## config.mk

```make
export PLATFORM = sky130hd
export DESIGN_NAME = operator_panel_control
export DESIGN_NICKNAME = d
export VERILOG_FILES = /design/src/operator_panel_control.v
export VERILOG_INCLUDE_DIRS = /design/src /design/src/src
export SDC_FILE = /design/constraint.sdc
export NUM_CORES = 1
export LEC_CHECK = 0
export BUFFER_PORTS_ARGS = -buffer_cell sky130_fd_sc_hd__buf_2
export CORE_ASPECT_RATIO = 1.5
export CORE_MARGIN = 2
export CORE_UTILIZATION = 30
export CTS_BUF_LIST = sky130_fd_sc_hd__clkbuf_8
export CTS_CLUSTER_SIZE = 10
export DETAILED_ROUTE_END_ITERATION = 12
export PLACE_DENSITY = 0.47
export SETUP_SLACK_MARGIN = 0.15
export SLEW_MARGIN = 20
export SYNTH_ARGS = -nofsm -noshare
export SYNTH_HDL_FRONTEND = slang
export SYNTH_SLANG_ARGS = --single-unit
```

## constraint.sdc

```tcl
create_clock -name CLK_SYS -period 1.6 [get_ports CLK_SYS]
set_input_delay 0.16 -clock CLK_SYS [delete_from_list [all_inputs] [get_ports CLK_SYS]]
set_output_delay 0.16 -clock CLK_SYS [all_outputs]
set_load 0.01 [all_outputs]
```

## src/panel_consts.vh

```
// Constants for the operator panel control block
`ifndef PANEL_CONSTS_VH
`define PANEL_CONSTS_VH
`define DEBOUNCE_US      10
`define CLK_MHZ          200
`define DEBOUNCE_CYCLES  (`DEBOUNCE_US * `CLK_MHZ)
`define CNT_W            12
`define SW_COUNT         4
`define SW_PWR_OFF       0
`define SW_PWR_ON        1
`define SW_LOAD          2
`define SW_UNLOAD        3
`define ST_IDLE          2'h0
`define ST_LOAD          2'h1
`define ST_REWIND        2'h2
`define ST_UNLOAD        2'h3
`define IN_BREAKER       4
`define IN_RING          5
`define IN_AT_START      6
`define IN_THREADED      7
`define IN_LOADED        8
`define IN_MOTION_DONE   9
`endif

```

## src/operator_panel_control.v

```verilog
// Operator panel switch decoding, sequencing requests and lamps
`timescale 1ns/1ps
`include "panel_consts.vh"
module operator_panel_control #(
  parameter DEBOUNCE_CYCLES = `DEBOUNCE_CYCLES,
  parameter LOCAL_DENSITY   = 1'b1
) (
  // Clock and reset
  input  wire CLK_SYS,
  input  wire ARST_N,
  // Membrane switches, active low from the panel
  input  wire SW_PWR_OFF_N,
  input  wire SW_PWR_ON_N,
  input  wire SW_LOAD_REWIND_N,
  input  wire SW_UNLOAD_N,
  // Transport status, asynchronous to this clock
  input  wire BREAKER_ON,
  input  wire RING_PRESENT,
  input  wire AT_TAPE_START,
  input  wire TAPE_THREADED,
  input  wire TAPE_LOADED,
  input  wire MOTION_DONE,
  // Read/write requests from the formatter
  input  wire WRITE_REQ,
  input  wire READ_REQ,
  // Power and motion outputs
  output reg  DC_POWER_EN,
  output reg  LOAD_START,
  output reg  REWIND_START,
  output reg  UNLOAD_START,
  output reg  SLOW_UNLOAD_START,
  output reg  SPEED_25IPS_SEL,
  output reg  WRITE_ENABLE,
  output reg  READ_ENABLE,
  // Lamps
  output reg  LAMP_PWR_OFF,
  output reg  LAMP_PWR_ON,
  output reg  LAMP_FILE_PROTECT,
  output reg  TAPE_START_MARKER_LAMP,
  output reg  LAMP_HIGH_DENSITY,
  output reg  GROUP_CODED_DENSITY
);

  // Three-stage synchronisers on all asynchronous inputs
  localparam NIN = 10;
  wire [NIN-1:0] raw = {MOTION_DONE, TAPE_LOADED, TAPE_THREADED, AT_TAPE_START,
                        RING_PRESENT, BREAKER_ON, ~SW_UNLOAD_N, ~SW_LOAD_REWIND_N,
                        ~SW_PWR_ON_N, ~SW_PWR_OFF_N};
  reg  [NIN-1:0] s1_r;
  reg  [NIN-1:0] s2_r;
  reg  [NIN-1:0] s3_r;
  reg  [NIN-1:0] in_r;
  always @(posedge CLK_SYS or negedge ARST_N) begin
    if (!ARST_N) begin
      s1_r <= {NIN{1'b0}};
      s2_r <= {NIN{1'b0}};
      s3_r <= {NIN{1'b0}};
      in_r <= {NIN{1'b0}};
    end else begin
      s1_r <= raw;
      s2_r <= s1_r;
      s3_r <= s2_r;
      // A change counts once stages two and three agree
      in_r <= (s2_r & s3_r) | (in_r & (s2_r | s3_r));
    end
  end

  wire breaker_on  = in_r[`IN_BREAKER];
  wire ring        = in_r[`IN_RING];
  wire at_start    = in_r[`IN_AT_START];
  wire threaded    = in_r[`IN_THREADED];
  wire loaded      = in_r[`IN_LOADED];
  wire motion_done = in_r[`IN_MOTION_DONE];

  // Completion edge; a level left high by the last motion must not end the next one
  reg  done_q_r;
  wire done_rise = motion_done && !done_q_r;
  always @(posedge CLK_SYS or negedge ARST_N) begin
    if (!ARST_N) begin
      done_q_r <= 1'b0;
    end else begin
      done_q_r <= motion_done;
    end
  end

  // Switch debounce: a level must hold for the full count before it is accepted
  reg  [`CNT_W-1:0] cnt_r [0:`SW_COUNT-1];
  reg  [`SW_COUNT-1:0] deb_r;
  reg  [`SW_COUNT-1:0] press_r;
  integer i;
  always @(posedge CLK_SYS or negedge ARST_N) begin
    if (!ARST_N) begin
      deb_r   <= {`SW_COUNT{1'b0}};
      press_r <= {`SW_COUNT{1'b0}};
      for (i = 0; i < `SW_COUNT; i = i + 1)
        cnt_r[i] <= {`CNT_W{1'b0}};
    end else begin
      for (i = 0; i < `SW_COUNT; i = i + 1) begin
        press_r[i] <= 1'b0;
        if (in_r[i] == deb_r[i]) begin
          cnt_r[i] <= {`CNT_W{1'b0}};
        end else if (cnt_r[i] == DEBOUNCE_CYCLES[`CNT_W-1:0] - 1'b1) begin
          cnt_r[i]   <= {`CNT_W{1'b0}};
          deb_r[i]   <= in_r[i];
          press_r[i] <= in_r[i];
        end else begin
          cnt_r[i] <= cnt_r[i] + 1'b1;
        end
      end
    end
  end

  // Motion sequencing: at most one request pulse per accepted press
  reg [1:0] state_r;
  reg [1:0] state_nxt;
  always @* begin
    state_nxt = state_r;
    case (state_r)
      `ST_IDLE: begin
        if (DC_POWER_EN && press_r[`SW_LOAD] && !(LOCAL_DENSITY && at_start && loaded)) begin
          if (loaded)
            state_nxt = `ST_REWIND;
          else if (threaded)
            state_nxt = `ST_LOAD;
        end else if (DC_POWER_EN && press_r[`SW_UNLOAD] && (loaded || threaded)) begin
          state_nxt = `ST_UNLOAD;
        end
      end
      `ST_LOAD, `ST_REWIND, `ST_UNLOAD: begin
        if (done_rise)
          state_nxt = `ST_IDLE;
      end
      default: state_nxt = `ST_IDLE;
    endcase
  end

  // Sequencer state register
  always @(posedge CLK_SYS or negedge ARST_N) begin
    if (!ARST_N) begin
      state_r <= `ST_IDLE;
    end else begin
      state_r <= state_nxt;
    end
  end

  // Power control; off beats a same-cycle on press only while powered (unpowered, on wins), and losing the breaker drops power
  always @(posedge CLK_SYS or negedge ARST_N) begin
    if (!ARST_N) begin
      DC_POWER_EN  <= 1'b0;
      LAMP_PWR_ON  <= 1'b0;
      LAMP_PWR_OFF <= 1'b1;
    end else begin
      if (press_r[`SW_PWR_OFF] && DC_POWER_EN)
        DC_POWER_EN <= 1'b0;
      else if (press_r[`SW_PWR_ON] && breaker_on)
        DC_POWER_EN <= 1'b1;
      else if (!breaker_on)
        DC_POWER_EN <= 1'b0;
      LAMP_PWR_ON  <= DC_POWER_EN;
      LAMP_PWR_OFF <= !DC_POWER_EN;
    end
  end

  // Start pulses on entry to each motion state, one cycle each
  always @(posedge CLK_SYS or negedge ARST_N) begin
    if (!ARST_N) begin
      LOAD_START        <= 1'b0;
      REWIND_START      <= 1'b0;
      UNLOAD_START      <= 1'b0;
      SLOW_UNLOAD_START <= 1'b0;
    end else begin
      LOAD_START        <= state_r == `ST_IDLE && state_nxt == `ST_LOAD;
      REWIND_START      <= state_r == `ST_IDLE && state_nxt == `ST_REWIND;
      UNLOAD_START      <= state_r == `ST_IDLE && state_nxt == `ST_UNLOAD && loaded;
      SLOW_UNLOAD_START <= state_r == `ST_IDLE && state_nxt == `ST_UNLOAD && !loaded;
    end
  end

  // Speed mode is forced after any load or rewind finishes
  always @(posedge CLK_SYS or negedge ARST_N) begin
    if (!ARST_N) begin
      SPEED_25IPS_SEL <= 1'b0;
    end else begin
      if ((state_r == `ST_LOAD || state_r == `ST_REWIND) && done_rise)
        SPEED_25IPS_SEL <= 1'b1;
      else if (state_nxt == `ST_UNLOAD || !DC_POWER_EN)
        SPEED_25IPS_SEL <= 1'b0;
    end
  end

  // Local density toggle only while parked at tape start
  // Group coded after reset, matching the lamp test at power up
  always @(posedge CLK_SYS or negedge ARST_N) begin
    if (!ARST_N) begin
      GROUP_CODED_DENSITY <= 1'b1;
      LAMP_HIGH_DENSITY   <= 1'b1;
    end else begin
      if (LOCAL_DENSITY && DC_POWER_EN && state_r == `ST_IDLE && at_start && loaded
          && press_r[`SW_LOAD])
        GROUP_CODED_DENSITY <= !GROUP_CODED_DENSITY;
      LAMP_HIGH_DENSITY <= GROUP_CODED_DENSITY;
    end
  end

  // Writes gated by the ring; reads never are
  always @(posedge CLK_SYS or negedge ARST_N) begin
    if (!ARST_N) begin
      WRITE_ENABLE           <= 1'b0;
      READ_ENABLE            <= 1'b0;
      LAMP_FILE_PROTECT      <= 1'b1;
      TAPE_START_MARKER_LAMP <= 1'b0;
    end else begin
      WRITE_ENABLE           <= DC_POWER_EN && ring && WRITE_REQ;
      READ_ENABLE            <= DC_POWER_EN && READ_REQ;
      LAMP_FILE_PROTECT      <= !ring;
      TAPE_START_MARKER_LAMP <= at_start;
    end
  end

endmodule

```

==> results of run 1 <==
-- worst register-to-register path: stages (launching register included) --
cell	delay, ns
dfrtp_1	0.39
inv_2	0.09
ha_4	0.14
or3b_4	0.13
nand3b_1	0.10
a22oi_2	0.29
nand2_2	0.06
a32o_2	0.26
-- sequential cells by signal, indices dropped and copies added (netlist names), 2 cells and up --
name and flops:
s1_r 10, state_r 2, deb_r 4, in_r 10
s2_r 10, cnt_r 48, press_r 4, s3_r 10
-- per-stage QoR --
stage	cells	worst slack, ns	hold WS (ns)	util	power [W]
floorplan	345	0.105	-0.136	-	0.00324
global placement	586	0.0395	0.110	0.342	0.00339
detailed placement	586	-0.0285	0.118	0.342	0.00340
CTS	635	0.0346	0.192	0.383	0.00597
global route	653	-0.0230	0.193	0.413	0.00630
finish	653	0.0457	0.195	0.413	0.00598
-- power groups by stage --
stage               clock, W  sequential, W  combinational [W]
floorplan                  0        0.00309           0.000144
global placement           0        0.00311           0.000280
detailed placement         0        0.00311           0.000287
CTS                  0.00257        0.00306           0.000335
global route         0.00272        0.00309           0.000493
finish               0.00247        0.00307           0.000440
-- cells by family (layout without fill, tap and decap cells) --
| kind of cell | count (synthesis) | count (layout) | synth area share |
|---|---|---|---|
| AOI/OAI and AO/OA | 30 | 30 | 0.0433 |
| xor gates and xnor gates | 35 | 35 | 0.0703 |
| adders and majority gates | 16 | 16 | 0.0401 |
| buffers and inverters | 17 | 128 | 0.0175 |
| DFF | 113 | 113 | 0.649 |
| muxes | 4 | 4 | 0.0103 |
| and+or+nand+nor | 130 | 131 | 0.169 |
-- what timing repair did --
item                                   4_1_cts  5_1_grt
hold buffers                                13        0
pin swaps                                    8       27
setup endpoints to repair                   50       43
gates cloned                                 0        2
endpoints found under the hold margin       40        0
resized for setup                           19       74
buffers inserted                             4       16
-- layer usage --
metal  part of all wire  vias to the layer above
met5                  0                        -
met3              0.032                        8
met4              0.015                        0
li1                   -                     1383
met2               0.51                       51
met1               0.44                     1436
-- cell type report --
class | instances | area, um^2
fill | 1353 | 8440
clock inverter | 15 | 138
sequential | 113 | 2830
multi-input combinational | 216 | 1810
timing repair buffer | 84 | 641
clock buffer | 17 | 234
tap | 196 | 245
inverter | 12 | 45.0
-- cell usage in the layout (no fill, tap or decap), types with 5 or more instances in the layout --
cell type / netlist / routed
clkinvlp_4: 0 / 6
nand4_1: 8 / 8
nand2_1: 16 / 11
nand3_1: 15 / 15
nand3b_1: 5 / 5
clkbuf_8: 0 / 17
buf_4: 0 / 38
o21ai_0: 11 / 11
xnor2_1: 18 / 18
nor2_4: 0 / 11
a21oi_2: 0 / 8
inv_1: 12 / 10
dlygate4sd3_1: 0 / 13
maj3_1: 10 / 10
and3_4: 0 / 5
xor2_1: 17 / 16
dfrtp_1: 109 / 108
or3_1: 10 / 7
buf_2: 4 / 26
nor2_1: 33 / 20
-- path summary, 6_finish.rpt --
check,to,startpoint,depth (start not counted)
max in group asynchronous,LAMP_PWR_OFF,ARST_N,3
hold / removal,UNLOAD_START,ARST_N,2
hold reg to reg,s2_r[8],s1_r[8],0
setup / recovery,SPEED_25IPS_SEL,state_r[0],7
setup reg to reg,SPEED_25IPS_SEL,state_r[0],7
min in group CLK_SYS,s2_r[8],s1_r[8],0
==> summary.txt, run 1 <==
WP data required: 1.92 ns
Slew Limit Fails: 0
Starting DRT DRC Count: 107
cell breakdown of the critical path: inv_2 > ha_4 > or3b_4 > nand3b_1 > a22oi_2 > nand2_2 > a32o_2
GR Overflow Total: 0
count of different cell masters after synthesis: 43
CP Class: register to register
VDD IR max: 0.460 mV
CP max stage delay: 0.39 ns
status: completed
synth warn: 0
Sw Ratio: 0.259
relative slew slack: 0.671
Horiz. Die Dim: 102 um
largest net degree at the start of global routing: 58
area of the die: 15500 um^2
post-synthesis instance total: 345
GRT Total Usage: 0.114
RSZ-0062 raised after global routing: true
Worst Path Buf+Inv: 1
number of H-tree levels: 4
GR Layer Usage met3: 0.0440
Worst setup EP type: register
syn_nets: 365
Worst EP arrival: 1.87 ns
first-pass GRT wire length: 13.5 mm
GRT Max-Usage Layer: met2
Synth Flop Type: dfrtp_1
synth cell count leaders: dfrtp_1 (109), nor2_1 (33), xnor2_1 (18)
Async SR Flop Fraction: 1.00
design area: 5950 um^2
core area: 14400 um^2
Reg power frac: 0.513
clk_lat worst skew: 0.42 ns
layout cells sized above 1: 0.398
P_int: 0.00443 W
met1 Use GR: 0.138
largest cells by area after synthesis: dfrtp_1 (63%), xnor2_1 (3.6%), xor2_1 (3.4%), nor2_1 (2.8%), dfstp_2 (2.4%)
Final nets: 464
largest area contributor in the netlist: dfrtp_1
clock network power share: 0.413
# setup viols final: 0
FF+latch count, synth: 113
Post-Syn Area per Cell: 12.6 um^2
Clock Skew: 0.0124 ns
Reg clk slew, reported paths: 0.08 ns
initial antenna violation count: 0
DRT antenna net count: 0
EDFF count, synth: 0
startpoint types: register
setup TNS: 0 ns
post-detail-place hpwl: 5.05 mm
minimum clock period: 1.55 ns
via count: 2878
cts bufs inserted: 17
slowest CP cell: dfrtp_1
DR vias/cell: 4.41
DRT Wirelength: 8.29 mm
port bufs: 27
most frequent cell after synthesis: dfrtp_1
die height: 152 um
Post-route DRC: 0
clock sinks: 113
placed cell areas: 4920 um^2
wire length per cell: 12.7 um
Least-Margin Pin Slew: 0.493 ns
gpl congestion: 0.730
router iterations before antenna repair: 4
top cell type's share of synthesized area: 0.625
mapped cell area: 4360 um^2
Syn-to-layout area delta: 36.4%
met2 Use GR: 0.181
Ant. Diodes: 0
Cell Pwr Density: 1010 nW/um^2
Worst Path Max Fanout: 6
Sw Pwr: 0.00155 W
Worst Hold Class: primary input to asynchronous set/reset pin
Top delay family on crit path: compound AO/OA/AOI/OAI gates
vias in the first global route: 2881
Comb pwr share: 0.074
number of max-cap violations: 0
CTS tree: done
f_max: 0.643 GHz
row count: 54
initial core utilization: 0.303
period utilization: 0.971
I/O pin count: 28
Seq/Total Area, Yosys: 0.649
R2R Setup Slk: 0.05 ns
Hold Vio Cnt, Final: 0
Root Buffer: clkbuf_8
clock buffer depth: 2
LEAKAGE: 2.59 nW
(Power assumes the default switching activity.)
==> run 2: changes to the inputs <==
- CTS_CLUSTER_DIAMETER: default -> 200
- SETUP_SLACK_MARGIN: 0.15 -> 0.02
==> run 2 against run 1 <==
Effect of this change:
- worst setup slack better by 0.014 ns
- first-iteration DRC count down 18%
- routed wire length down 11%
- clock skew down 0.0046 ns
- critical path depth down 1
- critical endpoint is now UNLOAD_START
- register-to-register slack about the same
- cell count down 2.9%
- clock power down 11%
- largest cell class unchanged
==> summary.txt, run 2 (synthesized netlist as in run 1, its figures left out) <==
status: completed
area of the die: 15500 um^2 (unchanged)
CP max stage delay: 0.38 ns (about the same)
CP startpoint: state_r[1]
Post-route DRC: 0 (unchanged)
clock buffer depth: 2 (unchanged)
port bufs: 27 (unchanged)
GRT Total Usage: 0.109 (-0.00440)
I/O pin count: 28 (unchanged)
LEAKAGE: 2.47 nW (-4.6%)
clock sinks: 113 (unchanged)
R2R Setup Slk: 0.06 ns (about the same)
Syn-to-layout area delta: 24.2%
reg-to-reg startpoint: state_r[1]
number of max-cap violations: 0 (unchanged)
# setup viols final: 0 (unchanged)
router iterations before antenna repair: 4 (unchanged)
first-pass GRT wire length: 13.1 mm (-3.6%)
Root Buffer: clkbuf_8
worst setup path endpoint: UNLOAD_START
Worst setup EP type: register
clk_lat worst skew: 0.41 ns (about the same)
DR vias/cell: 4.28 (-2.9%)
Worst Path Buf+Inv: 1 (unchanged)
VDD IR max: 0.362 mV (-21%)
reg2reg end: UNLOAD_START
relative slew slack: 0.727 (+0.0554)
cts bufs inserted: 17 (unchanged)
via count: 2712 (-5.8%)
Setup WS post-layout: 0.0597 ns (+0.0141 ns)
initial core utilization: 0.303 (unchanged)
WP data required: 1.90 ns (-0.02 ns)
Biggest register: cnt_r
post-detail-place hpwl: 5.07 mm (+0.46%)
core area: 14400 um^2 (unchanged)
most common cell after layout, fill and taps aside: dfrtp_1
gpl congestion: 0.735 (+0.77%)
GR Overflow Total: 0 (unchanged)
largest net degree at the start of global routing: 37 (-36%)
Ant. Diodes: 0 (unchanged)
Hold WS: 0.0657 ns (-0.129 ns)
layout cells sized above 1: 0.253 (-0.145)
CP Class: register to register
Hold Vio Cnt, Final: 0 (unchanged)
Final Util: 0.376 (-0.0369)
DRT Wirelength: 7.39 mm (-11%)
DRT antenna net count: 0 (unchanged)
Starting DRT DRC Count: 88 (-18%)
Clock Skew: 0.00782 ns (-0.00460 ns)
minimum clock period: 1.54 ns (-0.0141 ns)
period utilization: 0.963 (-0.00879)
Cell Pwr Density: 1030 nW/um^2 (+2.3%)
cell breakdown of the critical path: inv_2 > ha_4 > or3b_4 > nand3b_1 > a22oi_2 > and4_2
Least-Margin Pin Slew: 0.410 ns (-0.0826 ns)
row count: 54 (unchanged)
Slew Limit Fails: 0 (unchanged)
most frequent cells in the layout: dfrtp_1 (109), nor2_1 (33), buf_4 (27), buf_2 (26), clkbuf_8 (20)
CP Depth: 6 (-1)
wire length per cell: 11.7 um (-8.2%)
post-placement setup slack: -0.0193 ns (+0.00921 ns)
Largest register FFs: 48 (unchanged)
R2R cell count: 6 (-1)
Worst Hold Class: primary input to register
RSZ-0062 raised after global routing: true
slowest CP cell: or3b_4
CTS tree: done
Worst EP arrival: 1.84 ns (-0.03 ns)
f_max: 0.649 GHz (+0.91%)
Pwr Total: 0.00557 W (-6.8%)
Worst Path Max Fanout: 6 (unchanged)
Final nets: 445 (-4.1%)
die height: 152 um (unchanged)
number of H-tree levels: 4 (unchanged)
Top delay family on crit path: simple AND/OR/NAND/NOR gates
Reg clk slew, reported paths: 0.06 ns (-0.02 ns)
initial antenna violation count: 0 (unchanged)
Horiz. Die Dim: 102 um (unchanged)
vias in the first global route: 2873 (-0.28%)
startpoint types: register
hold path start: WRITE_REQ
run 2: changes by cell type in the layout (fill, tap and decap cells not counted), sizes merged:
cell	previous run	this run
dlygate4sd3	13	12
bufinv	1	0
inv	15	18
buf	71	54
nand2	18	17
clkinvlp	6	1
clkbuf	17	20
run 2: how the worst min path moves through the flow:
stage               slack (ns)               to  cells past startpoint
floorplan                -0.14      DC_POWER_EN                      0
global placement          0.12  SPEED_25IPS_SEL                      1
detailed placement        0.12  SPEED_25IPS_SEL                      1
CTS                       0.04     WRITE_ENABLE                      2
global route              0.03     WRITE_ENABLE                      2
finish                    0.07     WRITE_ENABLE                      2
run 2: what timing repair did:
action,4_1_cts,5_1_grt
endpoints found under the setup margin,3,19
pin swaps,2,8
gates resized for setup,5,8
endpoints found under the hold margin,38,0
hold buffers,12,0
buffers inserted,0,4
run 2: layout make-up:
class / count / area (um^2)
Fill cell: 1423 / 8970
Sequential cell: 113 / 2830
Clock inverter: 12 / 55.1
Multi-Input combinational cell: 215 / 1490
Tap cell: 196 / 245
Timing Repair Buffer: 66 / 473
Clock buffer: 20 / 275
Inverter: 12 / 45.0
run 2: power breakdown:
part           switching [W]  internal [W]  total [W]  leakage (nW)
Combinational       0.000163      0.000151   0.000314         0.821
Clock                0.00105       0.00114    0.00220         0.195
Sequential         0.0000814       0.00298    0.00306          1.46
run 2: per-stage QoR:
| stage | setup TNS [ns] | cell area [um^2] | std cells |
|---|---|---|---|
| 2_1_floorplan | 0 | 4360 | 345 |
| 3_3_place_gp | 0 | 4900 | 586 |
| 3_5_place_dp | -0.0295 | 4900 | 586 |
| 4_1_cts | 0 | 5370 | 630 |
| 5_1_grt | -0.0632 | 5420 | 634 |
| 6_report | 0 | 5420 | 634 |
run 2: per-layer routing:
| metal | vias up | track usage | share of wire |
|---|---|---|---|
| li1 | 1343 | - | - |
| met1 | 1323 | 0.131 | 0.45 |
| met2 | 37 | 0.175 | 0.49 |
| met3 | 9 | 0.0381 | 0.039 |
| met4 | 0 | 0.0520 | 0.015 |
| met5 | - | 0 | 0 |
==> run 3: changes to the inputs <==
- CORE_UTILIZATION: 30 -> 50
- PLACE_DENSITY: 0.47 -> 0.7
==> run 3 against run 2 <==
Effect of this change:
- the flow now finishes with violations (setup timing)
- clock power increased by 27%
- worst setup slack worse by 0.099 ns
- global-route usage grew 6.0 points
- flip-flop and latch count stayed put
- clock-buffer cell count down 2
- sequential power about the same
- critical path type unchanged
- largest power group unchanged
==> summary.txt, run 3 (synthesized netlist as in run 1, its figures left out) <==
Top delay family on crit path: compound AO/OA/AOI/OAI gates
post-detail-place hpwl: 4.62 mm (-9.0%)
Seq. cell area: 2830 um^2 (unchanged)
clk_lat worst skew: 0.43 ns (+0.02 ns)
Worst Path Buf+Inv: 1 (unchanged)
Clock Skew: 0.00609 ns (-0.00173 ns)
Root Buffer: clkbuf_8
failing checks: setup timing
area of the die: 9500 um^2 (-39%)
slowest CP cell: dfrtp_1
Slew Limit Fails: 0 (unchanged)
reg-to-reg startpoint: state_r[1]
design area: 5410 um^2 (-0.18%)
CP startpoint: state_r[1]
Largest register FFs: 48 (unchanged)
layout cells sized above 1: 0.268 (+0.0145)
Syn-to-layout area delta: 23.9%
Worst EP arrival: 1.96 ns (+0.12 ns)
CP max stage delay: 0.41 ns (+0.03 ns)
Worst setup EP type: register
core area: 8460 um^2 (-41%)
die height: 118 um (-22%)
most frequent cells in the layout: dfrtp_1 (109), nor2_1 (33), buf_2 (26), buf_4 (20)
CTS tree: done
DRT Wirelength: 7.13 mm (-3.6%)
Final nets: 440 (-1.1%)
Cell Pwr Density: 1140 nW/um^2 (+11%)
Pwr Total: 0.00618 W (+11%)
initial antenna violation count: 0 (unchanged)
most common cell after layout, fill and taps aside: dfrtp_1
clock sinks: 113 (unchanged)
number of max-cap violations: 0 (unchanged)
Worst Path Max Fanout: 6 (unchanged)
relative slew slack: 0.701 (-0.0257)
initial core utilization: 0.515 (+0.212)
wire length per cell: 13.2 um (+13%)
Placed Cells incl. Taps: 490 (-16%)
I/O pin count: 28 (unchanged)
Reg clk slew, reported paths: 0.07 ns (about the same)
multi-input logic area: 1520 um^2 (+1.8%)
Setup WS post-layout: -0.0393 ns (-0.0990 ns)
# setup viols final: 2 (+2)
cell breakdown of the critical path: inv_2 > ha_4 > and2_1 > o21ai_1 > a22oi_2 > nand2_2 > a32o_2
CP Class: register to register
vias in the first global route: 2889 (+0.56%)
Ant. Diodes: 0 (unchanged)
f_max: 0.610 GHz (-6.0%)
GR Overflow Total: 0 (unchanged)
Starting DRT DRC Count: 126 (+43%)
largest net degree at the start of global routing: 43 (+16%)
status: finished with violations
first-pass GRT wire length: 12.4 mm (-5.0%)
Horiz. Die Dim: 80.3 um (-22%)
clock buffer depth: 2 (unchanged)
Worst Hold Class: primary input to asynchronous set/reset pin
LEAKAGE: 2.46 nW (-0.79%)
Hold Vio Cnt, Final: 0 (unchanged)
Cell Count, Final, Fillers Out: 540 (-15%)
DRT antenna net count: 0 (unchanged)
WP data required: 1.92 ns (+0.02 ns)
GRT Total Usage: 0.169 (+0.0599)
Biggest register: cnt_r
gpl congestion: 0.812 (+11%)
Filler Cell Count: 675 (-53%)
placed cell areas: 4750 um^2 (-3.1%)
VDD IR max: 0.818 mV (+130%)
Post-route DRC: 0 (unchanged)
DR vias/cell: 5.09 (+19%)
RSZ-0062 raised after global routing: true
number of H-tree levels: 4 (unchanged)
cts bufs inserted: 17 (unchanged)
Least-Margin Pin Slew: 0.449 ns (+0.0385 ns)
via count: 2747 (+1.3%)
port bufs: 27 (unchanged)
startpoint types: register
router iterations before antenna repair: 4 (unchanged)
period utilization: 1.02 (+0.0619)
row count: 41 (-24%)
minimum clock period: 1.64 ns (+0.0990 ns)
## run 3: changes by cell type in the layout (fill, tap and decap cells not counted), moves of 4 or more
cell,before,now
inv_6,0,4
buf_4,27,20
inv_1,16,10
nand2_1,16,12
nand2_2,1,5
clkinvlp_4,1,5
clkinv_2,5,0
## run 3: final timing paths
check,slack (ns),depth (start not counted),endpoint
worst max-delay path,-0.04,7,SPEED_25IPS_SEL
worst min-delay path,0.21,2,REWIND_START
worst max register to register,-0.04,7,SPEED_25IPS_SEL
worst min register to register,0.35,0,s2_r[2]
max in group asynchronous,0.78,3,LAMP_FILE_PROTECT
min in group CLK_SYS,0.35,0,s2_r[2]
## run 3: timing repair
item / CTS / global route
resized for setup: 8 / 12
hold buffers: 13 / 0
hold endpoints to repair: 43 / 0
endpoints found under the setup margin: 9 / 32
pin swaps: 6 / 4
setup buffers: 2 / 3
## run 3: area by class of cell
type | instances | area share
clock buffer | 18 | 0.0458
clock inverter | 14 | 0.0333
inverter | 12 | 0.00833
multi-input combinational | 215 | 0.281
sequential | 113 | 0.524
tap | 107 | 0.0248
timing repair buffer | 61 | 0.0833
## run 3: metrics by stage
step	utilization	hold WS [ns]	setup slack [ns]	setup TNS, ns
6_report	0.639	0.213	-0.0393	-0.0463
5_1_grt	0.639	0.244	-0.0957	-0.214
4_1_cts	0.631	0.209	-0.0109	-0.0109
3_5_place_dp	0.561	0.136	-0.0531	-0.0822
3_3_place_gp	0.561	0.131	0.0316	0
2_1_floorplan	-	-0.136	0.0902	0
## run 3: where the power goes
group	leakage, nW	total (W)	switching (W)	internal, W
clock	0.199	0.00280	0.00120	0.00160
sequential	1.46	0.00307	0.0000888	0.00298
combinational	0.798	0.000310	0.000162	0.000149
## run 3: routing by layer
metal | global-route usage | up-vias | routed length [um]
met3 | 0.0588 | 17 | 289
met5 | 0 | - | 0
met4 | 0.0932 | 0 | 169
li1 | - | 1332 | -
met1 | 0.196 | 1343 | 3080
met2 | 0.271 | 55 | 3590
